## src/rtl/pmrs_pkg.sv

```systemverilog
// Package for the power mode and reset sequencer.
// Assumes a single 40 MHz core clock and a host that reads status over SPI.
package pmrs_pkg;

    // Core clock period in picoseconds.
    localparam int unsigned CLK_PERIOD_PS = 25000;
    // Reset hold time after the supply is good, in microseconds.
    localparam int unsigned RESET_TIME_US = 100;
    // Cycles of reset hold, rounded up to whole cycles.
    localparam int unsigned RESET_CYCLES =
        (RESET_TIME_US * 1000000 + CLK_PERIOD_PS - 1) / CLK_PERIOD_PS;
    // Width of the high pulse on the interrupt line after a brownout.
    localparam int unsigned PULSE_TIME_NS = 1000;
    localparam int unsigned PULSE_CYCLES =
        (PULSE_TIME_NS * 1000 + CLK_PERIOD_PS - 1) / CLK_PERIOD_PS;
    // Number of interrupt status registers and their width.
    localparam int unsigned N_STATUS = 2;
    localparam int unsigned STATUS_W = 8;
    // Value loaded into every status register at reset exit.
    localparam logic [7:0] STATUS_PRESET = 8'hFF;
    localparam logic [7:0] STATUS_CLEAR  = 8'h00;

    // Operating modes requested by the host.
    typedef enum logic [2:0] {
        PMRS_MODE_DEEP_SLEEP,
        PMRS_MODE_SLEEP,
        PMRS_MODE_SLEEP_ADC,
        PMRS_MODE_TX_IDLE,
        PMRS_MODE_TX_READY,
        PMRS_MODE_TX,
        PMRS_MODE_RX
    } pmrs_mode_e;

    // Unit enables driven to the rest of the chip.
    typedef struct packed {
        logic dig_vreg;
        logic ana_vreg;
        logic crystal_oscillator;
        logic crystal_oscillator_high_prec;
        logic config_register_file;
        logic spi;
        logic pll;
        logic pa;
        logic rx;
    } pmrs_enables_s;

    localparam pmrs_enables_s ENABLES_OFF = '0;

endpackage : pmrs_pkg

```

## src/rtl/pmrs_sequencer.sv

```systemverilog
// Power-on and brownout reset sequencer with mode-based unit enables.
// Assumes power_on_pin and brownout inputs are asynchronous to core_clk,
// and that status reads arrive as single-cycle strobes on core_clk.
//
// Behaviour
// - With power-on low, stay in power down with all regulators off.
// - A rising power-on turns on digital regulators and starts reset.
// - A brownout on the digital supply starts a reset.
// - Between brownout and functional thresholds hold the line low.
// - On supply recovery pulse the line high, then hold full reset.
// - At reset exit preset every status register to ones, line low.
// - After reset enter sleep and accept commands over SPI.
// - The host's first status read after reset releases the line high.
// - The analog regulator runs only with RF active or in sleep-ADC.
// - Power down and the sleep modes enable units per the mode table.
// - Transmit and receive modes enable units per the mode table.
// - In sleep and sleep-ADC the crystal runs in high or low precision.
module pmrs_sequencer
    import pmrs_pkg::*;
#(
    parameter int unsigned RESET_CNT = RESET_CYCLES,
    parameter int unsigned PULSE_CNT = PULSE_CYCLES
) (
    input  wire logic                               core_clk,
    input  wire logic                               rst_n,
    input  wire logic                               power_on_pin,
    input  wire logic                               brownout_det,
    input  wire logic                               functional_ok,
    input  wire pmrs_mode_e                         mode_req,
    input  wire logic                               crystal_oscillator_high_prec_req,
    input  wire logic                               status_rd,
    input  wire logic                               status_set_valid,
    input  wire logic [N_STATUS-1:0][STATUS_W-1:0] status_set,
    output logic                                    irq_out_low_active,
    output logic                                    in_reset,
    output logic                                    spi_ready,
    output pmrs_mode_e                              mode_cur,
    output pmrs_enables_s                           enables,
    output logic [N_STATUS-1:0][STATUS_W-1:0]      status_regs
);
    import pmrs_pkg::*;

    localparam int unsigned CW = 32;

    typedef enum logic [2:0] {
        PMRS_ST_PDOWN,
        PMRS_ST_BROWN,
        PMRS_ST_PULSE,
        PMRS_ST_HOLD,
        PMRS_ST_RUN
    } pmrs_state_e;

    // Three-stage synchronisers; stage one feeds only stage two.
    logic [2:0] pon_sync_q;
    logic [2:0] bo_sync_q;
    logic [2:0] fok_sync_q;
    logic       pon_q;
    logic       bo_q;
    logic       fok_q;

    always_ff @(posedge core_clk or negedge rst_n) begin
        if (!rst_n) begin
            pon_sync_q <= 3'h0;
            bo_sync_q  <= 3'h0;
            fok_sync_q <= 3'h0;
            pon_q      <= 1'b0;
            bo_q       <= 1'b0;
            fok_q      <= 1'b0;
        end else begin
            pon_sync_q <= {pon_sync_q[1:0], power_on_pin};
            bo_sync_q  <= {bo_sync_q[1:0], brownout_det};
            fok_sync_q <= {fok_sync_q[1:0], functional_ok};
            // A level counts only once stages two and three agree.
            if (pon_sync_q[1] == pon_sync_q[2]) begin
                pon_q <= pon_sync_q[2];
            end
            if (bo_sync_q[1] == bo_sync_q[2]) begin
                bo_q <= bo_sync_q[2];
            end
            if (fok_sync_q[1] == fok_sync_q[2]) begin
                fok_q <= fok_sync_q[2];
            end
        end
    end

    pmrs_state_e                        state_q, state_d;
    logic [CW-1:0]                      cnt_q, cnt_d;
    logic                               irq_n_q, irq_n_d;
    logic                               pend_q, pend_d;
    logic [N_STATUS-1:0][STATUS_W-1:0] stat_q, stat_d;
    pmrs_mode_e                         mode_q, mode_d;

    // Unit enables for a mode; the analog regulator follows RF activity and sleep-ADC.
    function automatic pmrs_enables_s mode_enables(input pmrs_mode_e m,
                                                    input logic hp);
        pmrs_enables_s e;
        e = ENABLES_OFF;
        e.dig_vreg             = 1'b1;
        e.config_register_file = 1'b1;
        case (m)
            PMRS_MODE_DEEP_SLEEP: begin
            end
            PMRS_MODE_SLEEP: begin
                e.crystal_oscillator = 1'b1;
                e.spi                = 1'b1;
                e.crystal_oscillator_high_prec     = hp;
            end
            PMRS_MODE_SLEEP_ADC: begin
                e.crystal_oscillator = 1'b1;
                e.spi                = 1'b1;
                e.ana_vreg           = 1'b1;
                e.crystal_oscillator_high_prec     = hp;
            end
            PMRS_MODE_TX_IDLE: begin
                e.crystal_oscillator = 1'b1;
                e.spi                = 1'b1;
                e.ana_vreg           = 1'b1;
                e.crystal_oscillator_high_prec     = 1'b1;
            end
            PMRS_MODE_TX_READY: begin
                e.crystal_oscillator = 1'b1;
                e.spi                = 1'b1;
                e.ana_vreg           = 1'b1;
                e.crystal_oscillator_high_prec     = 1'b1;
                e.pll                = 1'b1;
            end
            PMRS_MODE_TX: begin
                e.crystal_oscillator = 1'b1;
                e.spi                = 1'b1;
                e.ana_vreg           = 1'b1;
                e.crystal_oscillator_high_prec     = 1'b1;
                e.pll                = 1'b1;
                e.pa                 = 1'b1;
            end
            PMRS_MODE_RX: begin
                e.crystal_oscillator = 1'b1;
                e.spi                = 1'b1;
                e.ana_vreg           = 1'b1;
                e.crystal_oscillator_high_prec     = 1'b1;
                e.pll                = 1'b1;
                e.rx                 = 1'b1;
            end
            default: begin
                e = ENABLES_OFF;
            end
        endcase
        return e;
    endfunction : mode_enables

    // Sequencer next state. Power loss and brownout override any state.
    always_comb begin
        state_d = state_q;
        cnt_d   = cnt_q;
        irq_n_d = irq_n_q;
        pend_d  = pend_q;
        stat_d  = stat_q;
        mode_d  = mode_q;
        if (!pon_q) begin
            state_d = PMRS_ST_PDOWN;
            irq_n_d = 1'b0;
            pend_d  = 1'b0;
            stat_d  = '0;
            mode_d  = PMRS_MODE_SLEEP;
        end else if (bo_q) begin
            // Supply below brownout; line low while still functional.
            state_d = PMRS_ST_BROWN;
            irq_n_d = 1'b0;
            pend_d  = 1'b0;
            stat_d  = '0;
            mode_d  = PMRS_MODE_SLEEP;
        end else begin
            case (state_q)
                PMRS_ST_PDOWN: begin
                    // Rising power-on: regulators on, hold reset.
                    state_d = PMRS_ST_HOLD;
                    cnt_d   = CW'(RESET_CNT - 1);
                    irq_n_d = 1'b0;
                end
                PMRS_ST_BROWN: begin
                    // Supply back: high pulse, then full reset time.
                    state_d = PMRS_ST_PULSE;
                    cnt_d   = CW'(PULSE_CNT - 1);
                    irq_n_d = 1'b1;
                end
                PMRS_ST_PULSE: begin
                    if (cnt_q == '0) begin
                        state_d = PMRS_ST_HOLD;
                        cnt_d   = CW'(RESET_CNT - 1);
                        irq_n_d = 1'b0;
                    end else begin
                        cnt_d = cnt_q - 1'b1;
                    end
                end
                PMRS_ST_HOLD: begin
                    if (cnt_q == '0) begin
                        // Shared exit for power-on and brownout resets.
                        state_d = PMRS_ST_RUN;
                        stat_d  = {N_STATUS{STATUS_PRESET}};
                        irq_n_d = 1'b0;
                        pend_d  = 1'b1;
                        mode_d  = PMRS_MODE_SLEEP;
                    end else begin
                        cnt_d = cnt_q - 1'b1;
                    end
                end
                PMRS_ST_RUN: begin
                    mode_d = mode_req;
                    // New events set bits; a set in a read cycle wins.
                    if (status_rd) begin
                        stat_d = '0;
                    end
                    if (status_set_valid) begin
                        stat_d = stat_d | status_set;
                    end
                    if (status_rd && pend_q) begin
                        irq_n_d = 1'b1;
                        pend_d  = 1'b0;
                    end else if (!pend_q) begin
                        irq_n_d = !((stat_q | status_set) != '0 &&
                                    status_set_valid);
                        if (!status_set_valid) begin
                            irq_n_d = irq_n_q | status_rd;
                        end
                    end
                end
                default: begin
                    state_d = PMRS_ST_PDOWN;
                end
            endcase
        end
    end

    always_ff @(posedge core_clk or negedge rst_n) begin
        if (!rst_n) begin
            state_q <= PMRS_ST_PDOWN;
            cnt_q   <= '0;
            irq_n_q <= 1'b0;
            pend_q  <= 1'b0;
            stat_q  <= '0;
            mode_q  <= PMRS_MODE_SLEEP;
        end else begin
            state_q <= state_d;
            cnt_q   <= cnt_d;
            irq_n_q <= irq_n_d;
            pend_q  <= pend_d;
            stat_q  <= stat_d;
            mode_q  <= mode_d;
        end
    end

    // Enables follow the state; in brownout, pulse and hold only the digital rail runs, in power down none.
    always_comb begin
        enables = ENABLES_OFF;
        if (state_q == PMRS_ST_RUN) begin
            enables = mode_enables(mode_q, crystal_oscillator_high_prec_req);
        end else if (state_q != PMRS_ST_PDOWN) begin
            enables.dig_vreg = 1'b1;
        end
    end

    assign irq_out_low_active = irq_n_q;
    assign in_reset           = (state_q != PMRS_ST_RUN);
    assign spi_ready          = (state_q == PMRS_ST_RUN) && enables.spi;
    assign mode_cur           = mode_q;
    assign status_regs        = stat_q;

    AST_PDOWN_OFF: assert property (@(posedge core_clk) disable iff (!rst_n)
        state_q == PMRS_ST_PDOWN |-> enables == ENABLES_OFF)
        else $error("Units powered in power down.");
    AST_PON_START: assert property (@(posedge core_clk) disable iff (!rst_n)
        state_q == PMRS_ST_PDOWN && pon_q && !bo_q
        |=> state_q == PMRS_ST_HOLD && enables.dig_vreg)
        else $error("Power-on did not start reset.");
    AST_BO_RESET: assert property (@(posedge core_clk) disable iff (!rst_n)
        pon_q && bo_q |=> state_q == PMRS_ST_BROWN)
        else $error("Brownout did not reset.");
    AST_BO_IRQ_LOW: assert property (@(posedge core_clk) disable iff (!rst_n)
        state_q == PMRS_ST_BROWN && $past(state_q) == PMRS_ST_BROWN
        |-> !irq_out_low_active)
        else $error("Interrupt line high during brownout.");
    AST_BO_PULSE: assert property (@(posedge core_clk) disable iff (!rst_n)
        state_q == PMRS_ST_BROWN && pon_q && !bo_q
        |=> irq_out_low_active && state_q == PMRS_ST_PULSE)
        else $error("No recovery pulse.");
    AST_EXIT_PRESET: assert property (@(posedge core_clk) disable iff (!rst_n)
        $rose(state_q == PMRS_ST_RUN)
        |-> stat_q == {N_STATUS{STATUS_PRESET}} && !irq_out_low_active)
        else $error("Status not preset at reset exit.");
    AST_EXIT_SLEEP: assert property (@(posedge core_clk) disable iff (!rst_n)
        $rose(state_q == PMRS_ST_RUN)
        |-> mode_q == PMRS_MODE_SLEEP && spi_ready)
        else $error("Reset exit not in sleep.");
    AST_FIRST_READ: assert property (@(posedge core_clk) disable iff (!rst_n)
        state_q == PMRS_ST_RUN && pend_q && status_rd && pon_q && !bo_q
        |=> irq_out_low_active)
        else $error("First read did not release line.");
    AST_ANA_VREG: assert property (@(posedge core_clk) disable iff (!rst_n)
        enables.ana_vreg |-> state_q == PMRS_ST_RUN &&
        (enables.crystal_oscillator && mode_q >= PMRS_MODE_SLEEP_ADC))
        else $error("Analog regulator on outside RF modes.");
    AST_DEEP_SLEEP: assert property (@(posedge core_clk) disable iff (!rst_n)
        state_q == PMRS_ST_RUN && mode_q == PMRS_MODE_DEEP_SLEEP
        |-> !enables.spi && !enables.crystal_oscillator)
        else $error("Deep sleep enables wrong.");
    AST_TX_PA: assert property (@(posedge core_clk) disable iff (!rst_n)
        enables.pa |-> enables.pll && !enables.rx)
        else $error("Amplifier enabled without PLL or with RX.");
    AST_HOLD_LEN: assert property (@(posedge core_clk) disable iff (!rst_n)
        $rose(state_q == PMRS_ST_HOLD) |-> cnt_q == CW'(RESET_CNT - 1))
        else $error("Reset hold count wrong.");

    COV_PON: cover property (@(posedge core_clk) disable iff (!rst_n)
        $rose(state_q == PMRS_ST_RUN));
    COV_BO: cover property (@(posedge core_clk) disable iff (!rst_n)
        state_q == PMRS_ST_PULSE);
    COV_READ: cover property (@(posedge core_clk) disable iff (!rst_n)
        pend_q && status_rd);
    COV_TX: cover property (@(posedge core_clk) disable iff (!rst_n)
        enables.pa);

endmodule : pmrs_sequencer

```

## config.mk

```make
export PLATFORM = sky130hd
export DESIGN_NAME = pmrs_sequencer
export DESIGN_NICKNAME = d
export VERILOG_FILES = /design/src/rtl/pmrs_pkg.sv /design/src/rtl/pmrs_sequencer.sv
export SDC_FILE = /design/constraint.sdc
export NUM_CORES = 1
export LEC_CHECK = 0
export ABC_CLOCK_PERIOD_IN_PS = 3500
export BUFFER_PORTS_ARGS = -buffer_cell sky130_fd_sc_hd__buf_2
export CAP_MARGIN = 20
export CORE_ASPECT_RATIO = 1.25
export CORE_MARGIN = 8
export CORE_UTILIZATION = 34
export CTS_CLUSTER_SIZE = 10
export DETAILED_ROUTE_END_ITERATION = 7
export GPL_TIMING_DRIVEN = 0
export PLACE_DENSITY = 0.5
export SYNTH_ARGS = -nofsm -noshare
export SYNTH_HDL_FRONTEND = slang
export SYNTH_SLANG_ARGS = --single-unit
```

## constraint.sdc

```tcl
create_clock -name core_clk -period 3.5 [get_ports core_clk]
set_input_delay 0.175 -clock core_clk [delete_from_list [all_inputs] [get_ports core_clk]]
set_output_delay 0.175 -clock core_clk [all_outputs]
set_load 0.005 [all_outputs]
```

Word level (Yosys, flattened, before mapping) --
Cells that the tools add are included.
Operators by class: $add $sub $neg 1, eq/ne operators 22, multiplexer cells 43, bitwise gates (word level) 4, reductions and logical operators 22
Operator list (count):
- 16-bit two-way mux | 8
- 32-bit one-hot mux with 4 select lines | 1
- 32-bit two-way mux | 2
- 32-bit logical NOT | 1
- 16-bit bitwise OR | 2
- 16-bit one-hot mux with 2 select lines | 1
- 32-bit by 1-bit subtractor with 32-bit output, second input constant | 1
- 3-bit two-way mux | 7
- 1-bit two-way mux | 18
- 16-bit nonzero test | 1
- 3-bit one-hot mux with 5 select lines | 1
- 3-bit by 2-bit == test with 1-bit output, second input constant | 4
- 3-bit == test, second input constant | 4
- 4-bit != test, second input constant | 3
- 3-bit AND reduction | 3
- 8-bit two-way mux | 1
- 7-bit OR reduction | 1
- 3-bit by 1-bit == test with 1-bit output, second input constant | 2
- 3-bit logical NOT | 2
- 3-bit != test, second input constant | 2
- 6-bit by 2-bit != test with 1-bit output, second input constant | 1
- 3-bit one-hot mux with 2 select lines | 1
- 6-bit OR reduction | 1
- 5-bit != test, second input constant | 1
- other kinds (19) | 23
Storage, ports and cells: register bits 64, bits of input ports 27, output and inout port bits 31

Depth between registers and ports, before layout --
depth in word-level cells 10, depth in mapped cells 9, depth with buffers taken out 9

Worst setup path after synthesis --
No wires, ideal clock.
path kind flip-flop to flip-flop, start point register cnt_q[23], end point register cnt_q[19], library setup time 0.121 ns, arrival time 2.017 ns, slack 1.362 ns, cell stages (with the launch flop) 8, path through dfrtp_1 nor4_2 nand4b_4 or4_4 buf_6 nand4_1 xor2_1 nor2_1
On the way: cells in the longest elaborated chain, start to end 3, elaborated cells between the ends (all ways) 5
RTL lines:
- start, declared | line pmrs_sequencer.sv:87 | logic [CW-1:0] cnt_q, cnt_d;
- start signal, assigned | line pmrs_sequencer.sv:243 | cnt_q <= cnt_d;
- 32-bit logical NOT (*) | line pmrs_sequencer.sv:186, pmrs_sequencer.sv:195
- 32-bit two-way mux / 2-bit != test (equally long branches)
- 32-bit one-hot mux with 4 select lines / 4-bit AND reduction (equally long branches)
Mark *: on every way between the ends. The rest lies on a longest branch, timed or not. A chain may end at the register's enable or synchronous reset.

Final worst setup path --
start point register cnt_q[14], end point register stat_q, in the netlist status_regs[0]
On the way: cells in the longest elaborated chain, start to end 3
RTL lines:
- 32-bit logical NOT | line pmrs_sequencer.sv:195 | if (cnt_q == '0) begin
- 4-bit != test (no line)
- 2-bit AND reduction (no line)
- end signal, assigned | line pmrs_sequencer.sv:246 | stat_q <= stat_d;
- end, declared | line pmrs_sequencer.sv:90 | logic [N_STATUS-1:0][STATUS_W-1:0] stat_q, stat_d;
No other way between the ends.

==> impl_metrics.ini <==
[final_layout]
post-route-util_pct = 42.1
antenna_cells = 0
area_growth_pct = 21.8
fin_cells = 554
fillers = 951
layout-drive-gt1-share_pct = 20.8
nets = 453

[setup_path]
r2r_slack_ns = 0.83
crit_fanout = 10
r2r_end = status_regs[0]$_DFFE_PN0P_
start_kind = flip-flop
cp-end-kind = flip-flop
crit_slowest_cell = nor3_1
timing.critical_path.buf_inv = 1
critical_path_required_ns = 3.76
worstPathArrival_ns = 2.93
slowest_delay_ns = 0.53
cp_cell_sequence = nor3_1 -> nand4b_1 -> nor3_1 -> nand4_1 -> clkbuf_1 -> nand2_1
r2r_cells = 6
rr_startpoint = cnt_q[14]$_DFFE_PN0P_
cp_top_family = simple AND/OR/NAND/NOR gates
crit_top_cell = nor3_1
path_class = reg2reg

[sta]
slew_headroom_pct = 45.0
tns_ns = 0
fin_skew_ns = 0.00561
period_minus_slack_ns = 2.67
worst_pin_slew_ns = 0.825
hold_violations = 0
fin_crit_sh_pct = 76.3
finalSetupViolations = 0
slew_violations = 0
fin_ws_ns = 0.830
rsz0062_at_grt = no
fmax_ghz = 0.374

[synthesis]
seq_area_frac_synth_pct = 48.5
ys.flop_type = dfrtp_1
synth_warnings = 0
synthTopCellsByArea = dfrtp_1, nor2_1, a22oi_1, nand2_1, nor3_1
syn_avg_cell_area_um2 = 9.34
synth_top_cell_by_area = dfrtp_1
syn-instance-count = 354
yosysTopAreaCellShare_pct = 47.7
synth_area_um2 = 3310
synth_edf_count = 0
syn-num-nets = 383
ys_ff_latch = 64
async_reset_ff_share_pct = 100
yosysUniqueCellTypes = 60

[drt]
vias_per_cell = 5.23
num_vias = 2898
ant_nets = 0
drc = 0
drt_wl_total_um = 8740
wl_per_cell_um = 15.8
drtIter0Drc = 112
drtPass1Iterations = 4

[floorplanning]
start_util_pct = 34.6
fp.coreArea_um2 = 9560
io_pins = 58
die_w_um = 104
die_height_um = 126
die_area_um2 = 13200
rows = 40

[place]
pre_cts_ws_ns = 0.818
place_hpwl_um = 6430
placed_cells = 536
portBuffers = 56
gp_congestion = 0.771

[clocking]
cts_tree = built
path_clk_slew_ns = 0.05
clock_path_buffers = 2
root_buffer = clkbuf_16
clock_latency_ns = 0.33
clock-sinks = 64
cts_setup_buffers = 0
cts-htree-levels = 3
cts_resized = 0
numCtsBuffers = 9

[global_route]
track_usage_pct = 13.8
grt_pass1_vias = 3077
overflow = 0
grt_pass1_wl_um = 14900
grt_max_degree = 65
antenna_found_initial = 0

[min_path]
hp-start = mode_req[1]
hold_class = in2reg
hold_path_depth = 2
whs_endpoint = mode_cur[1]$_DFFE_PN0P_

[status]
status = completed

[pwr]
irDropWorstVdd_uv = 224
power.density_nw_per_um2 = 460
p_leak_uw = 0.00195

[run]
drv_cap = 0
## kinds of logic (layout without fill, tap and decap cells)
group	Yosys count	after routing	share of synthesized area, %
AOI/OAI and AO/OA	69	69	14.2
xor gates and xnor gates	13	13	3.44
adders and majority gates	5	5	1.66
buffers and inverters	26	100	3.75
DFF	64	64	48.5
muxes	1	1	0.303
and+or+nand+nor	176	176	28.2
## metal layers
metal	routed length, um	GRT usage (%)
met3	330	2.76
met5	0	0
met2	4420	23.7
met1	3800	15.8
met4	189	7.09
## timing repair
| action | 4_1_cts | 5_1_grt |
|---|---|---|
| hold endpoints to repair | 65 | 0 |
| hold buffers | 3 | 0 |
| endpoints found under the setup margin | 0 | 0 |
## worst max-delay path by stage
stage / start / endpoint / cells after the start
2_1_floorplan: cnt_q[23]$_DFFE_PN0P_ / cnt_q[19]$_DFFE_PN0P_ / 7
3_3_place_gp: bo_q$_DFFE_PN0N_ / cnt_q[26]$_DFFE_PN0P_ / 8
3_5_place_dp: cnt_q[14]$_DFFE_PN0P_ / status_regs[11]$_DFFE_PN0P_ / 6
4_1_cts: cnt_q[14]$_DFFE_PN0P_ / status_regs[11]$_DFFE_PN0P_ / 6
5_1_grt: cnt_q[14]$_DFFE_PN0P_ / status_regs[1]$_DFFE_PN0P_ / 6
6_report: cnt_q[14]$_DFFE_PN0P_ / status_regs[0]$_DFFE_PN0P_ / 6
## placed cells by master (no fill, tap or decap), drive strengths merged, types with 3 or more instances in the layout
cell type    Yosys  final
nand4            8      8
a22oi           20     20
nor3            25     25
a31oi            5      5
clkbuf           7     21
nand2           40     40
o21ai           11     11
a21oi           14     14
dlygate4sd3      0      3
buf              7     63
maj3             3      3
nand3           19     19
nor3b            3      3
dfrtp           63     63
inv             11     11
nor2            45     45
nor4            16     16
xor2            12     12
nand2b           6      6
## synthesized netlist by cell type, types with 3 or more instances
cell type   n
nor4_1     12
o21ai_1     6
buf_2       3
nor4_2      3
nand2b_1    6
nor3_1     23
xor2_1     12
nand4_1     8
dfrtp_1    63
a31oi_1     5
nand3_1    19
a21oi_1    14
nand2_1    39
o21ai_0     5
a22oi_1    20
maj3_1      3
clkbuf_1    7
nor2_1     45
inv_1      10
## metrics by stage
| step | power, uW | cell area [um^2] | hold slack, ns |
|---|---|---|---|
| global placement | 1090 | 3740 | 0.286 |
| CTS | 1880 | 4030 | 0.0689 |
| finish | 1850 | 4030 | 0.0749 |
| global route | 1930 | 4030 | 0.0764 |
| detailed placement | 1100 | 3750 | 0.284 |
| floorplan | 999 | 3310 | -0.121 |
## state kept, by name, indices dropped and copies added (netlist names)
name,count
cnt_q,32
status_regs,16
bo_sync_q,3
mode_cur,3
pon_sync_q,3
state_q,3
bo_q,1
irq_out_low_active,1
pend_q,1
pon_q,1
## final cells by class
cell class                      instances  area, um^2  share of cell area, %
Buffer                                 14        78.8                   1.96
Multi-Input combinational cell        264        1580                   39.2
Inverter                               12        45.0                   1.12
Clock buffer                           14         244                   6.06
Clock inverter                          1        5.00                  0.124
Timing Repair Buffer                   59         313                   7.77
Sequential cell                        64        1600                   39.8
Tap cell                              126         158                   3.92
## power breakdown
| group | total, uW | switching, uW | internal [uW] |
|---|---|---|---|
| Clock | 768 | 294 | 474 |
| Combinational | 247 | 158 | 88.9 |
| Sequential | 837 | 50.7 | 787 |
Power figures use the tool's default switching activity.
